<file path="src/design/pcb_pkg.sv">
// package: register map, field layout and reset values of the loop profile bank
package pcb_pkg;

	// ----------------------------------------------------------------
	// register indexes (one aligned 32-bit word each, byte address is index times four)
	// ----------------------------------------------------------------
	localparam logic [7:0] PCB_OFF_SET0_W0   = 8'h28;
	localparam logic [7:0] PCB_OFF_SET0_W1   = 8'h29;
	localparam logic [7:0] PCB_OFF_SET0_W2   = 8'h2a;
	localparam logic [7:0] PCB_OFF_SET0_W3   = 8'h2b;
	localparam logic [7:0] PCB_OFF_SET1_W0   = 8'h2c;
	localparam logic [7:0] PCB_OFF_SET1_W1   = 8'h2d;
	localparam logic [7:0] PCB_OFF_SET1_W2   = 8'h2e;
	localparam logic [7:0] PCB_OFF_SET1_W3   = 8'h2f;
	localparam logic [7:0] PCB_OFF_SPREAD_A  = 8'h30;
	localparam logic [7:0] PCB_OFF_SPREAD_B  = 8'h31;
	localparam logic [7:0] PCB_OFF_SPREAD_C  = 8'h32;
	localparam logic [7:0] PCB_OFF_FSEL      = 8'h33;
	localparam logic [7:0] PCB_OFF_DIR       = 8'h36;
	localparam logic [7:0] PCB_OFF_STATUS    = 8'h3c;

	// byte addresses are index times four
	localparam int         PCB_ADDR_SHIFT    = 2;
	localparam int         PCB_NUM_BYTES     = 12;
	localparam logic [7:0] PCB_FIRST_OFF     = 8'h28;

	// ----------------------------------------------------------------
	// reset values of the twelve bytes
	// ----------------------------------------------------------------
	localparam logic [7:0] PCB_RST_W0        = 8'h00;
	localparam logic [7:0] PCB_RST_W1        = 8'h40;
	localparam logic [7:0] PCB_RST_W2        = 8'h02;
	localparam logic [7:0] PCB_RST_W3        = 8'h08;
	localparam logic [7:0] PCB_RST_SPREAD    = 8'h00;
	localparam logic [7:0] PCB_RST_FSEL      = 8'h00;
	localparam logic       PCB_RST_DIR       = 1'b0;

	// ----------------------------------------------------------------
	// field positions inside a 32-bit parameter word
	// ----------------------------------------------------------------
	localparam int PCB_N_MSB     = 31;
	localparam int PCB_N_LSB     = 20;
	localparam int PCB_R_MSB     = 19;
	localparam int PCB_R_LSB     = 11;
	localparam int PCB_Q_MSB     = 10;
	localparam int PCB_Q_LSB     = 5;
	localparam int PCB_P_MSB     = 4;
	localparam int PCB_P_LSB     = 2;
	localparam int PCB_BAND_MSB  = 1;
	localparam int PCB_BAND_LSB  = 0;
	localparam int PCB_DIR_BIT   = 7;
	localparam int PCB_SSC_W     = 3;
	localparam int PCB_SETTINGS  = 8;

	// ----------------------------------------------------------------
	// oscillator band and spread encodings
	// ----------------------------------------------------------------
	typedef enum logic [1:0]
	{
		PCB_BAND_BELOW_125 = 2'h0,
		PCB_BAND_125_150   = 2'h1,
		PCB_BAND_150_175   = 2'h2,
		PCB_BAND_ABOVE_175 = 2'h3
	} pcb_band_e;

	typedef enum logic
	{
		PCB_DIR_DOWN   = 1'b0,
		PCB_DIR_CENTRE = 1'b1
	} pcb_dir_e;

	// spread in quarter-percent steps
	localparam logic [3:0] PCB_SSC_QP_0 = 4'h0;
	localparam logic [3:0] PCB_SSC_QP_1 = 4'h1;
	localparam logic [3:0] PCB_SSC_QP_2 = 4'h2;
	localparam logic [3:0] PCB_SSC_QP_3 = 4'h3;
	localparam logic [3:0] PCB_SSC_QP_4 = 4'h4;
	localparam logic [3:0] PCB_SSC_QP_5 = 4'h5;
	localparam logic [3:0] PCB_SSC_QP_6 = 4'h6;
	localparam logic [3:0] PCB_SSC_QP_7 = 4'h8;

	// ----------------------------------------------------------------
	// carriers
	// ----------------------------------------------------------------
	typedef struct packed
	{
		logic [11:0] feedback_count;
		logic [8:0]  fraction_r;
		logic [5:0]  fraction_q;
		logic [2:0]  prescale_p;
		pcb_band_e   osc_band;
	} pcb_param_set_s;

	typedef struct packed
	{
		logic       modulation_on;
		pcb_dir_e   direction;
		logic [3:0] quarter_percent;
		logic [2:0] amount_code;
	} pcb_spread_s;

	typedef struct packed
	{
		logic [1:0]  htrans;
		logic [31:0] haddr;
		logic        hwrite;
		logic [2:0]  hsize;
		logic        hsel;
	} pcb_ahb_addr_s;

endpackage

</file>
<file path="src/design/pcb_profile_bank.sv">
// loop profile bank: AHB-Lite registers, pin-selected spread and frequency set
`timescale 1ns/1ps

// How it works
// two 30-bit N/R/Q/P sets, four bytes each
// each set carries 2-bit oscillator band code
// host keeps Q, P, R, N in range
// eight 3-bit spread codes packed from 30h
// spread code decodes off or 0.25..2.0 percent
// eight set selectors in byte at 33h
// direction bit picks down or centre spread
// three select pins index the active setting
// host avoids writes above 40h
// configuration bytes travel most significant byte first
// pin change applies new entry without writes
module pcb_profile_bank
	import pcb_pkg::*;
(
	// clock and reset
	input  wire logic        sys_clk_i,
	input  wire logic        rst_b_i,
	// AHB-Lite slave
	input  wire logic        hsel_i,
	input  wire logic [31:0] haddr_i,
	input  wire logic [1:0]  htrans_i,
	input  wire logic        hwrite_i,
	input  wire logic [2:0]  hsize_i,
	input  wire logic [31:0] hwdata_i,
	input  wire logic        hready_i,
	output logic      [31:0] hrdata_o,
	output logic             hreadyout_o,
	output logic             hresp_o,
	// setting select pins
	input  wire logic        setting_select_pin_lsb_i,
	input  wire logic        setting_select_pin_mid_i,
	input  wire logic        setting_select_pin_msb_i,
	// active loop profile
	output pcb_param_set_s   active_set_o,
	output pcb_spread_s      active_spread_o,
	output logic             third_loop_freq_set_choice_o,
	output logic      [2:0]  active_setting_o
);

	// ----------------------------------------------------------------
	// storage
	// ----------------------------------------------------------------
	logic [7:0]      cfg_byte [PCB_NUM_BYTES];
	logic            third_loop_spread_direction;
	logic [2:0]      pin_meta;
	logic [2:0]      pin_sync;
	pcb_ahb_addr_s   dphase;
	logic            wr_pend;
	logic [31:0]     next_rdata;
	logic [23:0]     spread_word;
	logic [2:0]      third_loop_spread_amount;
	pcb_spread_s     dec_spread;
	pcb_param_set_s  sel_set;

	// ----------------------------------------------------------------
	// address decode helpers
	// ----------------------------------------------------------------
	function automatic logic is_bank(input logic [31:0] addr);
		logic [7:0] off;
		off = addr[9:2];
		is_bank = (addr[31:10] == 22'h00_0000) && (addr[1:0] == 2'h0) &&
			(off >= PCB_OFF_SET0_W0) && (off <= PCB_OFF_FSEL);
	endfunction

	function automatic logic [3:0] bank_index(input logic [31:0] addr);
		logic [7:0] rel;
		rel = addr[9:2] - PCB_FIRST_OFF;
		bank_index = rel[3:0];
	endfunction

	// one aligned word per byte register: byte address is the index times four
	function automatic logic [31:0] byte_addr(input logic [7:0] off);
		byte_addr = 32'({22'h00_0000, off}) << PCB_ADDR_SHIFT;
	endfunction

	// assemble a 32-bit parameter word from four bytes, first byte on top
	function automatic pcb_param_set_s param_word(input logic [3:0] base);
		logic [31:0] w;
		w = {cfg_byte[base], cfg_byte[base + 4'h1], cfg_byte[base + 4'h2],
			cfg_byte[base + 4'h3]};
		param_word = pcb_param_set_s'({w[PCB_N_MSB:PCB_N_LSB], w[PCB_R_MSB:PCB_R_LSB],
			w[PCB_Q_MSB:PCB_Q_LSB], w[PCB_P_MSB:PCB_P_LSB], w[PCB_BAND_MSB:PCB_BAND_LSB]});
	endfunction

	// ----------------------------------------------------------------
	// bus address phase capture
	// ----------------------------------------------------------------
	always_ff @(posedge sys_clk_i or negedge rst_b_i)
	begin
		if (!rst_b_i)
		begin
			dphase  <= '0;
			wr_pend <= 1'b0;
		end
		else if (hready_i)
		begin
			dphase.hsel   <= hsel_i;
			dphase.haddr  <= haddr_i;
			dphase.htrans <= htrans_i;
			dphase.hwrite <= hwrite_i;
			dphase.hsize  <= hsize_i;
			wr_pend       <= hsel_i && htrans_i[1] && hwrite_i;
		end
		else
		begin
			wr_pend <= 1'b0;
		end
	end

	// zero wait states, always OKAY
	always_ff @(posedge sys_clk_i or negedge rst_b_i)
	begin
		if (!rst_b_i)
		begin
			hreadyout_o <= 1'b1;
			hresp_o     <= 1'b0;
		end
		else
		begin
			hreadyout_o <= 1'b1;
			hresp_o     <= 1'b0;
		end
	end

	// ----------------------------------------------------------------
	// register writes: data phase, low byte lane only
	// ----------------------------------------------------------------
	genvar gi;
	generate
		for (gi = 0; gi < PCB_NUM_BYTES; gi++)
		begin : g_byte
			localparam logic [7:0] RST_VAL =
				(gi < 8)  ? ((gi % 4 == 0) ? PCB_RST_W0 :
				             (gi % 4 == 1) ? PCB_RST_W1 :
				             (gi % 4 == 2) ? PCB_RST_W2 : PCB_RST_W3) :
				(gi < 11) ? PCB_RST_SPREAD : PCB_RST_FSEL;
			always_ff @(posedge sys_clk_i or negedge rst_b_i)
			begin
				if (!rst_b_i)
					cfg_byte[gi] <= RST_VAL;
				// locations outside the bank, including above 40h, are ignored
				else if (wr_pend && is_bank(dphase.haddr) &&
					bank_index(dphase.haddr) == 4'(gi))
					cfg_byte[gi] <= hwdata_i[7:0];
			end
		end
	endgenerate

	always_ff @(posedge sys_clk_i or negedge rst_b_i)
	begin
		if (!rst_b_i)
			third_loop_spread_direction <= PCB_RST_DIR;
		else if (wr_pend && dphase.haddr == byte_addr(PCB_OFF_DIR))
			third_loop_spread_direction <= hwdata_i[PCB_DIR_BIT];
	end

	// ----------------------------------------------------------------
	// read mux, registered so hrdata is a flip-flop; valid next cycle
	// ----------------------------------------------------------------
	always_comb
	begin
		next_rdata = 32'h0000_0000;
		if (hsel_i && htrans_i[1] && !hwrite_i)
		begin
			if (is_bank(haddr_i))
				next_rdata = {24'h00_0000, cfg_byte[bank_index(haddr_i)]};
			else if (haddr_i == byte_addr(PCB_OFF_DIR))
				next_rdata = {24'h00_0000, third_loop_spread_direction, 7'h00};
			else if (haddr_i == byte_addr(PCB_OFF_STATUS))
				next_rdata = {22'h00_0000, pin_sync, 1'b0, sel_set.osc_band,
					third_loop_spread_amount, third_loop_freq_set_choice_o};
		end
	end

	always_ff @(posedge sys_clk_i or negedge rst_b_i)
	begin
		if (!rst_b_i)
			hrdata_o <= 32'h0000_0000;
		else if (hready_i)
			hrdata_o <= next_rdata;
	end

	// ----------------------------------------------------------------
	// select pin synchroniser
	// ----------------------------------------------------------------
	always_ff @(posedge sys_clk_i or negedge rst_b_i)
	begin
		if (!rst_b_i)
		begin
			pin_meta <= 3'h0;
			pin_sync <= 3'h0;
		end
		else
		begin
			pin_meta <= {setting_select_pin_msb_i, setting_select_pin_mid_i,
				setting_select_pin_lsb_i};
			pin_sync <= pin_meta;
		end
	end

	// ----------------------------------------------------------------
	// active entry lookup
	// ----------------------------------------------------------------
	// setting 7 sits in the top three bits of 30h, setting 0 at the bottom of 32h
	assign spread_word = {cfg_byte[8], cfg_byte[9], cfg_byte[10]};
	assign third_loop_spread_amount =
		spread_word[pin_sync * PCB_SSC_W +: PCB_SSC_W];

	assign sel_set = cfg_byte[11][pin_sync] ? param_word(4'h4) : param_word(4'h0);

	pcb_spread_decode u_spread_decode
	(
		.code_i   (third_loop_spread_amount),
		.dir_i    (pcb_dir_e'(third_loop_spread_direction)),
		.spread_o (dec_spread)
	);

	// outputs follow the pins continuously, no write needed
	always_ff @(posedge sys_clk_i or negedge rst_b_i)
	begin
		if (!rst_b_i)
		begin
			active_set_o                 <= '0;
			active_spread_o              <= '0;
			third_loop_freq_set_choice_o <= 1'b0;
			active_setting_o             <= 3'h0;
		end
		else
		begin
			active_set_o                 <= sel_set;
			active_spread_o              <= dec_spread;
			third_loop_freq_set_choice_o <= cfg_byte[11][pin_sync];
			active_setting_o             <= pin_sync;
		end
	end

endmodule

</file>
<file path="src/design/pcb_spread_decode.sv">
// spread code decoder for the third loop
`timescale 1ns/1ps

module pcb_spread_decode
	import pcb_pkg::*;
(
	// code in
	input  wire logic [2:0]  code_i,
	input  wire pcb_dir_e    dir_i,
	// decoded spread
	output pcb_spread_s      spread_o
);

	logic [3:0] quarter_percent;

	always_comb
	begin
		case (code_i)
			3'h0:    quarter_percent = PCB_SSC_QP_0;
			3'h1:    quarter_percent = PCB_SSC_QP_1;
			3'h2:    quarter_percent = PCB_SSC_QP_2;
			3'h3:    quarter_percent = PCB_SSC_QP_3;
			3'h4:    quarter_percent = PCB_SSC_QP_4;
			3'h5:    quarter_percent = PCB_SSC_QP_5;
			3'h6:    quarter_percent = PCB_SSC_QP_6;
			default: quarter_percent = PCB_SSC_QP_7;
		endcase
	end

	// code zero stops modulation; the top code jumps to 2.0 percent
	assign spread_o.modulation_on   = (code_i != 3'h0);
	assign spread_o.direction       = dir_i;
	assign spread_o.quarter_percent = quarter_percent;
	assign spread_o.amount_code     = code_i;

endmodule

</file>
<file path="config.mk">
export PLATFORM = sky130hd
export DESIGN_NAME = pcb_profile_bank
export DESIGN_NICKNAME = d
export VERILOG_FILES = /design/src/design/pcb_pkg.sv /design/src/design/pcb_profile_bank.sv /design/src/design/pcb_spread_decode.sv
export SDC_FILE = /design/constraint.sdc
export NUM_CORES = 1
export LEC_CHECK = 0
export ABC_AREA = 1
export BUFFER_PORTS_ARGS = -buffer_cell sky130_fd_sc_hd__buf_2
export CORE_MARGIN = 3
export CORE_UTILIZATION = 40
export CTS_BUF_LIST = sky130_fd_sc_hd__clkbuf_4 sky130_fd_sc_hd__clkbuf_8
export DETAILED_ROUTE_END_ITERATION = 16
export PLACE_DENSITY = 0.57
export SLEW_MARGIN = 20
export SYNTH_ARGS = -nofsm -noshare
export SYNTH_HDL_FRONTEND = slang
export SYNTH_SLANG_ARGS = --single-unit
</file>
<file path="constraint.sdc">
create_clock -name sys_clk_i -period 5.3 [get_ports sys_clk_i]
set_clock_uncertainty 0.15 [all_clocks]
set_input_delay 0.53 -clock sys_clk_i [delete_from_list [all_inputs] [get_ports sys_clk_i]]
set_output_delay 0.53 -clock sys_clk_i [all_outputs]
set_load 0.02 [all_outputs]
</file>
### Word-level counts from Yosys, hierarchy flattened

Index checks and enable logic that the tools add are counted.
W data, S select, Z words.

* register bits: 213
* word-level logic and storage cells: 103

* multiply operators: 1
* shifts and indexed selects: 1
* mux-type cells: 12
* order comparisons: 6
* add/sub/neg operators: 2
* equality and inequality tests: 20
* bitwise gates (word level): 1
* reductions and logical operators: 31

Operators with widths (number)
* $eq A32 B8 Y1 const B: 3
* $mux W32: 2
* $logic_not A22 Y1: 2
* $bmux W8 S4: 1
* $mux W10: 3
* $pmux W4 S7: 1
* $shiftx A24 B6 Y3: 1
* $logic_and A1 B1 Y1: 23
* $eq A4 B3 Y1 const B: 4
* $eq A4 B4 Y1 const B: 4
* $ge A8 B6 Y1 const B: 2
* $le A8 B6 Y1 const B: 2
* $mux W8: 2
* $eq A3 B3 Y1 const B: 3
* $eq A4 B2 Y1 const B: 2
* $sub A4 B4 Y4 const B: 2
* $eq A3 B2 Y1 const B: 2
* $ge A5 B5 Y1 const B: 1
* $mul A3 B2 Y5 const B: 1
* $not A4 Y5: 1
* $eq A4 B1 Y1 const B: 1
* $logic_not A2 Y1: 2
* $logic_not A4 Y1: 1
* $lt A3 B4 Y1 const B: 1
* 6 further kinds: 7

### Depth between registers and ports, before layout

Gate-level depths: netlist of run 1.

* depth in word-level cells: 7
* depth in mapped cells: 13
* mapped depth without buffers: 11

### By module

From an unflattened synthesis of run 1, not the netlist that was laid out.

* cells, all modules: 1228
* area, all modules: 9412.8 sq um

Modules (own cells, without submodules)
* pcb_profile_bank: area each 9344.0 sq um, instances 1, cells each 1215
* pcb_spread_decode: area each 68.8 sq um, instances 1, cells each 13

### Worst setup path after synthesis of run 1

Ideal clock, no wire load.

* path type: input-to-reg
* from: input port haddr_i[2]
* to: register hrdata_o[1]
* arrival time: 1.482 ns
* setup time: 0.116 ns
* cell stages on the path: 10
* slack: 3.551 ns
* path buffers: 3
* required time: 5.034 ns
* cell sequence: buf_2 > inv_1 > buf_2 > buf_2 > nor2_1 > o21ai_0 > o21ai_0 > nand3_1 > nand2_1 > nand2_1

* cells in the longest elaborated chain, start to end: 7
* elaborated cells between the ends (all ways): 15
* classes of those cells: add/sub: 1; order compare: 2; eq/ne: 2; mux: 7; bitwise: 1; reduce/logical: 2

RTL lines
* start, declared: line pcb_profile_bank.sv:24 `input wire logic [31:0] haddr_i,`
* $sub A4 B4 Y4: line pcb_profile_bank.sv:71 `rel = addr[9:2] - PCB_FIRST_OFF;`
* $not A4 Y5 (implied by the code): line pcb_profile_bank.sv:170 `next_rdata = {24'h00_0000, cfg_byte[bank_index(haddr_i)]};`
* $bmux W8 S4: line pcb_profile_bank.sv:170
* $mux W8 (implied by the code) (2 in series): line pcb_profile_bank.sv:170
* $mux W10 *: line pcb_profile_bank.sv:169 `if (is_bank(haddr_i))`
* $mux W32 *: line pcb_profile_bank.sv:167 `if (hsel_i && htrans_i[1] && !hwrite_i)`
* end signal, assigned: line pcb_profile_bank.sv:184 `hrdata_o <= next_rdata;`
* end, declared: line pcb_profile_bank.sv:30 `output logic [31:0] hrdata_o,`

Mark *: on every way between the ends. The rest lies on a longest branch, timed or not. The select of a mux whose other input is x is not followed.
A chain may end at the register's enable or synchronous reset.

==> results of run 1 <==
[cells by family (layout without fill, tap and decap cells)]
logic type,count (synthesis),in the layout,synth area share [%]
AND/OR/NAND/NOR,786,786,35.4
flip-flops,191,191,52.1
buffers and inverters,144,200,7.53
AO/OA/AOI/OAI,85,85,4.87
other,2,24,0.0817
[final cells by class]
type                       count  area share, %
clock buffer                  20           2.71
clock inverter                12           1.45
inverter                      58           2.14
multi-input combinational    895           37.3
sequential                   191           47.1
tap                          280           3.44
timing repair buffer         110           5.89
[registers in the layout (all words and copies together), names as in the netlist]
register,count
active_set_o,32
third_loop_freq_set_choice_o,1
wr_pend,1
dphase,32
active_setting_o,3
hrdata_o,10
pin_sync,3
third_loop_spread_direction,1
active_spread_o,9
cfg_byte,96
pin_meta,3
[where the power goes]
group / internal (µW) / switching (µW) / leakage, µW
logic: 79.6 / 259 / 0.00301
registers: 1500 / 22.4 / 0.00194
clock network: 469 / 552 / 0.000209
[per-layer routing]
metal  wire [µm]  share of wire, %  track usage (%)
met3        1520               5.7             3.53
met5           0                 0                0
met1       12200                46             31.3
met2       12100                46             32.9
met4         587               2.2             7.11
[metrics by stage]
| stage | power, µW | area [µm²] | setup slack [ns] | std cells |
|---|---|---|---|---|
| finish | 2880 | 10200 | 2.11 | 1566 |
| CTS | 2910 | 10200 | 2.12 | 1566 |
| global placement | 1890 | 9710 | 1.68 | 1530 |
| global route | 3010 | 10200 | 1.87 | 1566 |
| detailed placement | 1890 | 9710 | 1.69 | 1530 |
| floorplan | 1770 | 9270 | 3.55 | 1230 |
[path summary, 6_finish.rpt]
path                                    end   startpoint  cells after the start
min                              dphase[32]  haddr_i[27]                      3
max reg2reg                 active_set_o[5]  pin_sync[0]                      7
max in group asynchronous      cfg_byte[32]      rst_b_i                      3
min reg2reg                     pin_sync[2]  pin_meta[2]                      0
min in group asynchronous  active_set_o[27]      rst_b_i                      2
max                         active_set_o[5]  pin_sync[0]                      7
[what timing repair did]
action                     4_1_cts  5_1_grt
setup endpoints to repair        0        0
setup buffers                    0        0
hold endpoints to repair        66        0
hold buffers                     4        0
[cells in the final DEF, fill, tap and decap left out, drive strengths merged]
master | netlist | routed
nand2 | 509 | 509
dfrtp | 185 | 185
nand3 | 158 | 158
buf | 52 | 105
nor2 | 97 | 97
o21ai | 61 | 61
inv | 56 | 60
conb | 2 | 24
clkbuf | 34 | 21
a21oi | 13 | 13
nand4 | 12 | 12
o211ai | 7 | 7
nor3 | 6 | 6
dfstp | 6 | 6
clkinv | 2 | 6
o22ai | 4 | 4
dlygate4sd3 | 0 | 4
and2 | 2 | 2
bufinv | 0 | 2
clkinvlp | 0 | 2
nand3b | 1 | 1
nor4 | 1 | 1
[worst max-delay path, cell delays in order (launching register included)]
cell and delay [ns]:
dfrtp_1 0.83, inv_2 0.25, nand2_1 0.11, nand3_1 0.09
nand3_1 0.19, nand2_2 0.43, inv_2 0.74, o21ai_0 0.21
==> reports/metrics.csv, run 1 <==
metric,value,unit
status,"complete, no violations",
grt_pass1_vias,7547,
wl_per_cell,16.9,µm
synthesis.area,9190,µm²
drt_iter0_markers,648,
tightest_slew,1.03,ns
setup_viol,0,
crit_path_end_kind,flip-flop,
dr_total_vias,8017,
io_pins,156,
cp.required,5.47,ns
fin_worst_hold_slack,0.109,ns
yosysTopAreaCell,dfrtp_1,
dieArea,24800,µm²
fillers,2279,
critPathLaunchType,flip-flop,
layout.area.seq,4790,µm²
rsz0062_at_grt,no,
cts_tree,done,
rows,54,
leakage,0.00515,µW
synth.area.top_cells,"dfrtp_1 50%, nand2_1 21%, nand3_1 8.6%",
clock_latency,0.48,ns
synth-seq-area-share,52.1,%
max_clock_freq,313,MHz
vdd_drop_max,0.126,mV
grt_max_degree,127,
final.min_clock_period,3.19,ns
synth_ff_type,dfrtp_1,
htreeDepth,4,
coreArea,22200,µm²
routed_wl,26400,µm
port_buffers,103,
power_density,284,nW/µm²
gr-total-overflow,0,
place_congestion,0.848,
crit_type,reg -> reg,
async_flop_share,100,%
cap_violations,0,
synth_top_area_share,50.4,%
syn-instance-count,1208,
cp_data_arrival_time,3.36,ns
grt_antenna_before_repair,0,
fin_util,45.8,%
place_hpwl,17500,µm
antenna_left,0,
synth_area_per_cell,7.61,µm²
initial_core_util,41.3,%
cts-root-buf,clkbuf_8,
post-route-period-util,60.2,%
via_per_inst,5.12,
synth.distinct_cells,26,
cts.sinks,191,
clockBufferDepth,2,
synth_enable_flop_cells,0,
worst-path-max-fanout,36,
die_y,158,µm
rrSetupSlack,2.11,ns
post-route-drc-count,0,
synth_seq_cells,191,
cts_inserted_buffers,17,
fin_nets,1350,
grt_pass1_wl,41500,µm
hold_violations,0,
fp.dieW,158,µm
syn_to_final_growth,10.7,%
drive_gt1_share,12.2,%
num_antenna_cells,0,
multi_input_comb_area,3790,µm²
clk_pin_slew,0.10,ns
min_path_type,in -> reg,
drt-pass1-iter-count,5,
grt_usage,21.5,%
cts-resized-gates,0,
synthTopCellsByCount,"507 x nand2_1, 185 x dfrtp_1, 158 x nand3_1",
final_max_slew_viol_count,0,
yosys_warnings,0,
yosysMostFrequentCell,nand2_1,
slew_headroom,31.2,%
setup_tns,0,ns
Note: power is estimated with default switching activity, not from simulation.
==> run 2: changes to the inputs <==
- PLACE_DENSITY: 0.57 -> 0.59
- clock period: 5.3 -> 2.93 ns (I/O delays scaled with it)
==> reports/metrics.csv, run 2 (same netlist as run 1, synthesis figures left out) <==
metric,value,unit
rrSetupSlack,0.53,ns
place_congestion,0.880,
htreeDepth,4,
leakage,0.00542,µW
drt-pass1-iter-count,8,
hold_depth,3,
post_cts_buffers,0,
vdd_drop_max,0.226,mV
fin_util,48.0,%
crit_type,reg -> reg,
setup_tns,0,ns
clock_latency,0.48,ns
grt_antenna_before_repair,0,
wl_per_cell,16.3,µm
grt_usage,21.7,%
clockBufferDepth,2,
fin_nets,1407,
final_max_slew_viol_count,0,
worst-path-max-fanout,24,
dieArea,24800,µm²
post-route-drc-count,0,
p_total,5170,µW
hold_violations,0,
cp_data_arrival_time,2.66,ns
post-route-period-util,81.9,%
cts_inserted_buffers,17,
antenna_left,0,
cts.sinks,191,
reg_top3,"cfg_byte x96, active_set_o x32, dphase x32",
cts-root-buf,clkbuf_8,
num_antenna_cells,0,
grt_pass1_wl,42300,µm
global_route.usage.met3,2.71,%
min_path_type,in -> reg,
crit_path_end_kind,flip-flop,
drt_iter0_markers,678,
tightest_slew,0.853,ns
globalRouteMet1Util,30.7,%
layout_common_cells,"507 x nand2_1, 185 x dfrtp_1, 158 x nand3_1",
clk_pin_slew,0.09,ns
grt_most_used_layer,met2,
critPathLaunchType,flip-flop,
rows,54,
rsz0062_at_grt,no,
fin_worst_hold_slack,0.0337,ns
grt_max_degree,62,
port_buffers,103,
routed_wl,26500,µm
die_y,158,µm
cts_tree,done,
coreArea,22200,µm²
slew_headroom,43.1,%
cap_violations,0,
top_register,cfg_byte,
drive_gt1_share,13.5,%
initial_core_util,41.3,%
power_density,484,nW/µm²
dr_total_vias,8263,
setup_viol,0,
fp.dieW,158,µm
gr-total-overflow,0,
status,"complete, no violations",
rr_worst_depth,9,
final.min_clock_period,2.40,ns
syn_to_final_growth,16.1,%
cp.required,3.19,ns
largest_register_ffs,96,
final_common_cell,nand2_1,
use_met2,35.3,%
place_hpwl,18300,µm
max_clock_freq,416,MHz
via_per_inst,5.09,
io_pins,156,
grt_pass1_vias,7823,
[run 2: timing repair]
item | 4_1_cts | 5_1_grt
endpoints found under the hold margin | 86 | 0
gates resized for setup | 0 | 0
hold buffers | 36 | 0
[run 2: cell type report]
type                       instances  area (µm²)
sequential                       191        4790
multi-input combinational        895        3790
clock inverter                     8        78.8
fill                            2236       11600
timing repair buffer             167        1130
tap                              280         350
inverter                          58         218
clock buffer                      24         312
[run 2: metrics by stage]
stage | std cells | instance area, µm² | worst slack, ns
after detailed placement | 1555 | 9920 | 0.495
after floorplan | 1230 | 9270 | 1.23
after global routing | 1623 | 10700 | 0.339
final | 1623 | 10700 | 0.529
after global placement | 1555 | 9920 | 0.540
after CTS | 1623 | 10700 | 0.478
[run 2: worst paths after layout]
check / from / endpoint
hold reg to reg: pin_meta[0] / pin_sync[0]
max in group asynchronous: rst_b_i / cfg_byte[67]
min in group asynchronous: rst_b_i / active_set_o[27]
setup / recovery: dphase[14] / cfg_byte[59]
setup reg to reg: dphase[14] / cfg_byte[59]
hold / removal: hwdata_i[1] / cfg_byte[73]
[run 2: metal layers]
layer	part of all wire, %	wire [µm]
met5	0	0
met4	1.8	465
met3	5.3	1390
met2	47	12500
met1	46	12100
[run 2: critical path, stage by stage (launching register included)]
cell and delay, ns:
dfrtp_1 0.39, nor2_1 0.15, nand2_1 0.07, nor2_1 0.16, nand3_1 0.14, nor2_4 0.34
nand2_4 0.16, nor2_4 0.53, nand3_1 0.13, nand2_1 0.10
[run 2: power breakdown]
group          switching, µW  total [µW]  internal, µW
sequential              35.8        2750          2720
combinational            481         674           193
clock                    946        1740           796
total                   1460        5170          3710
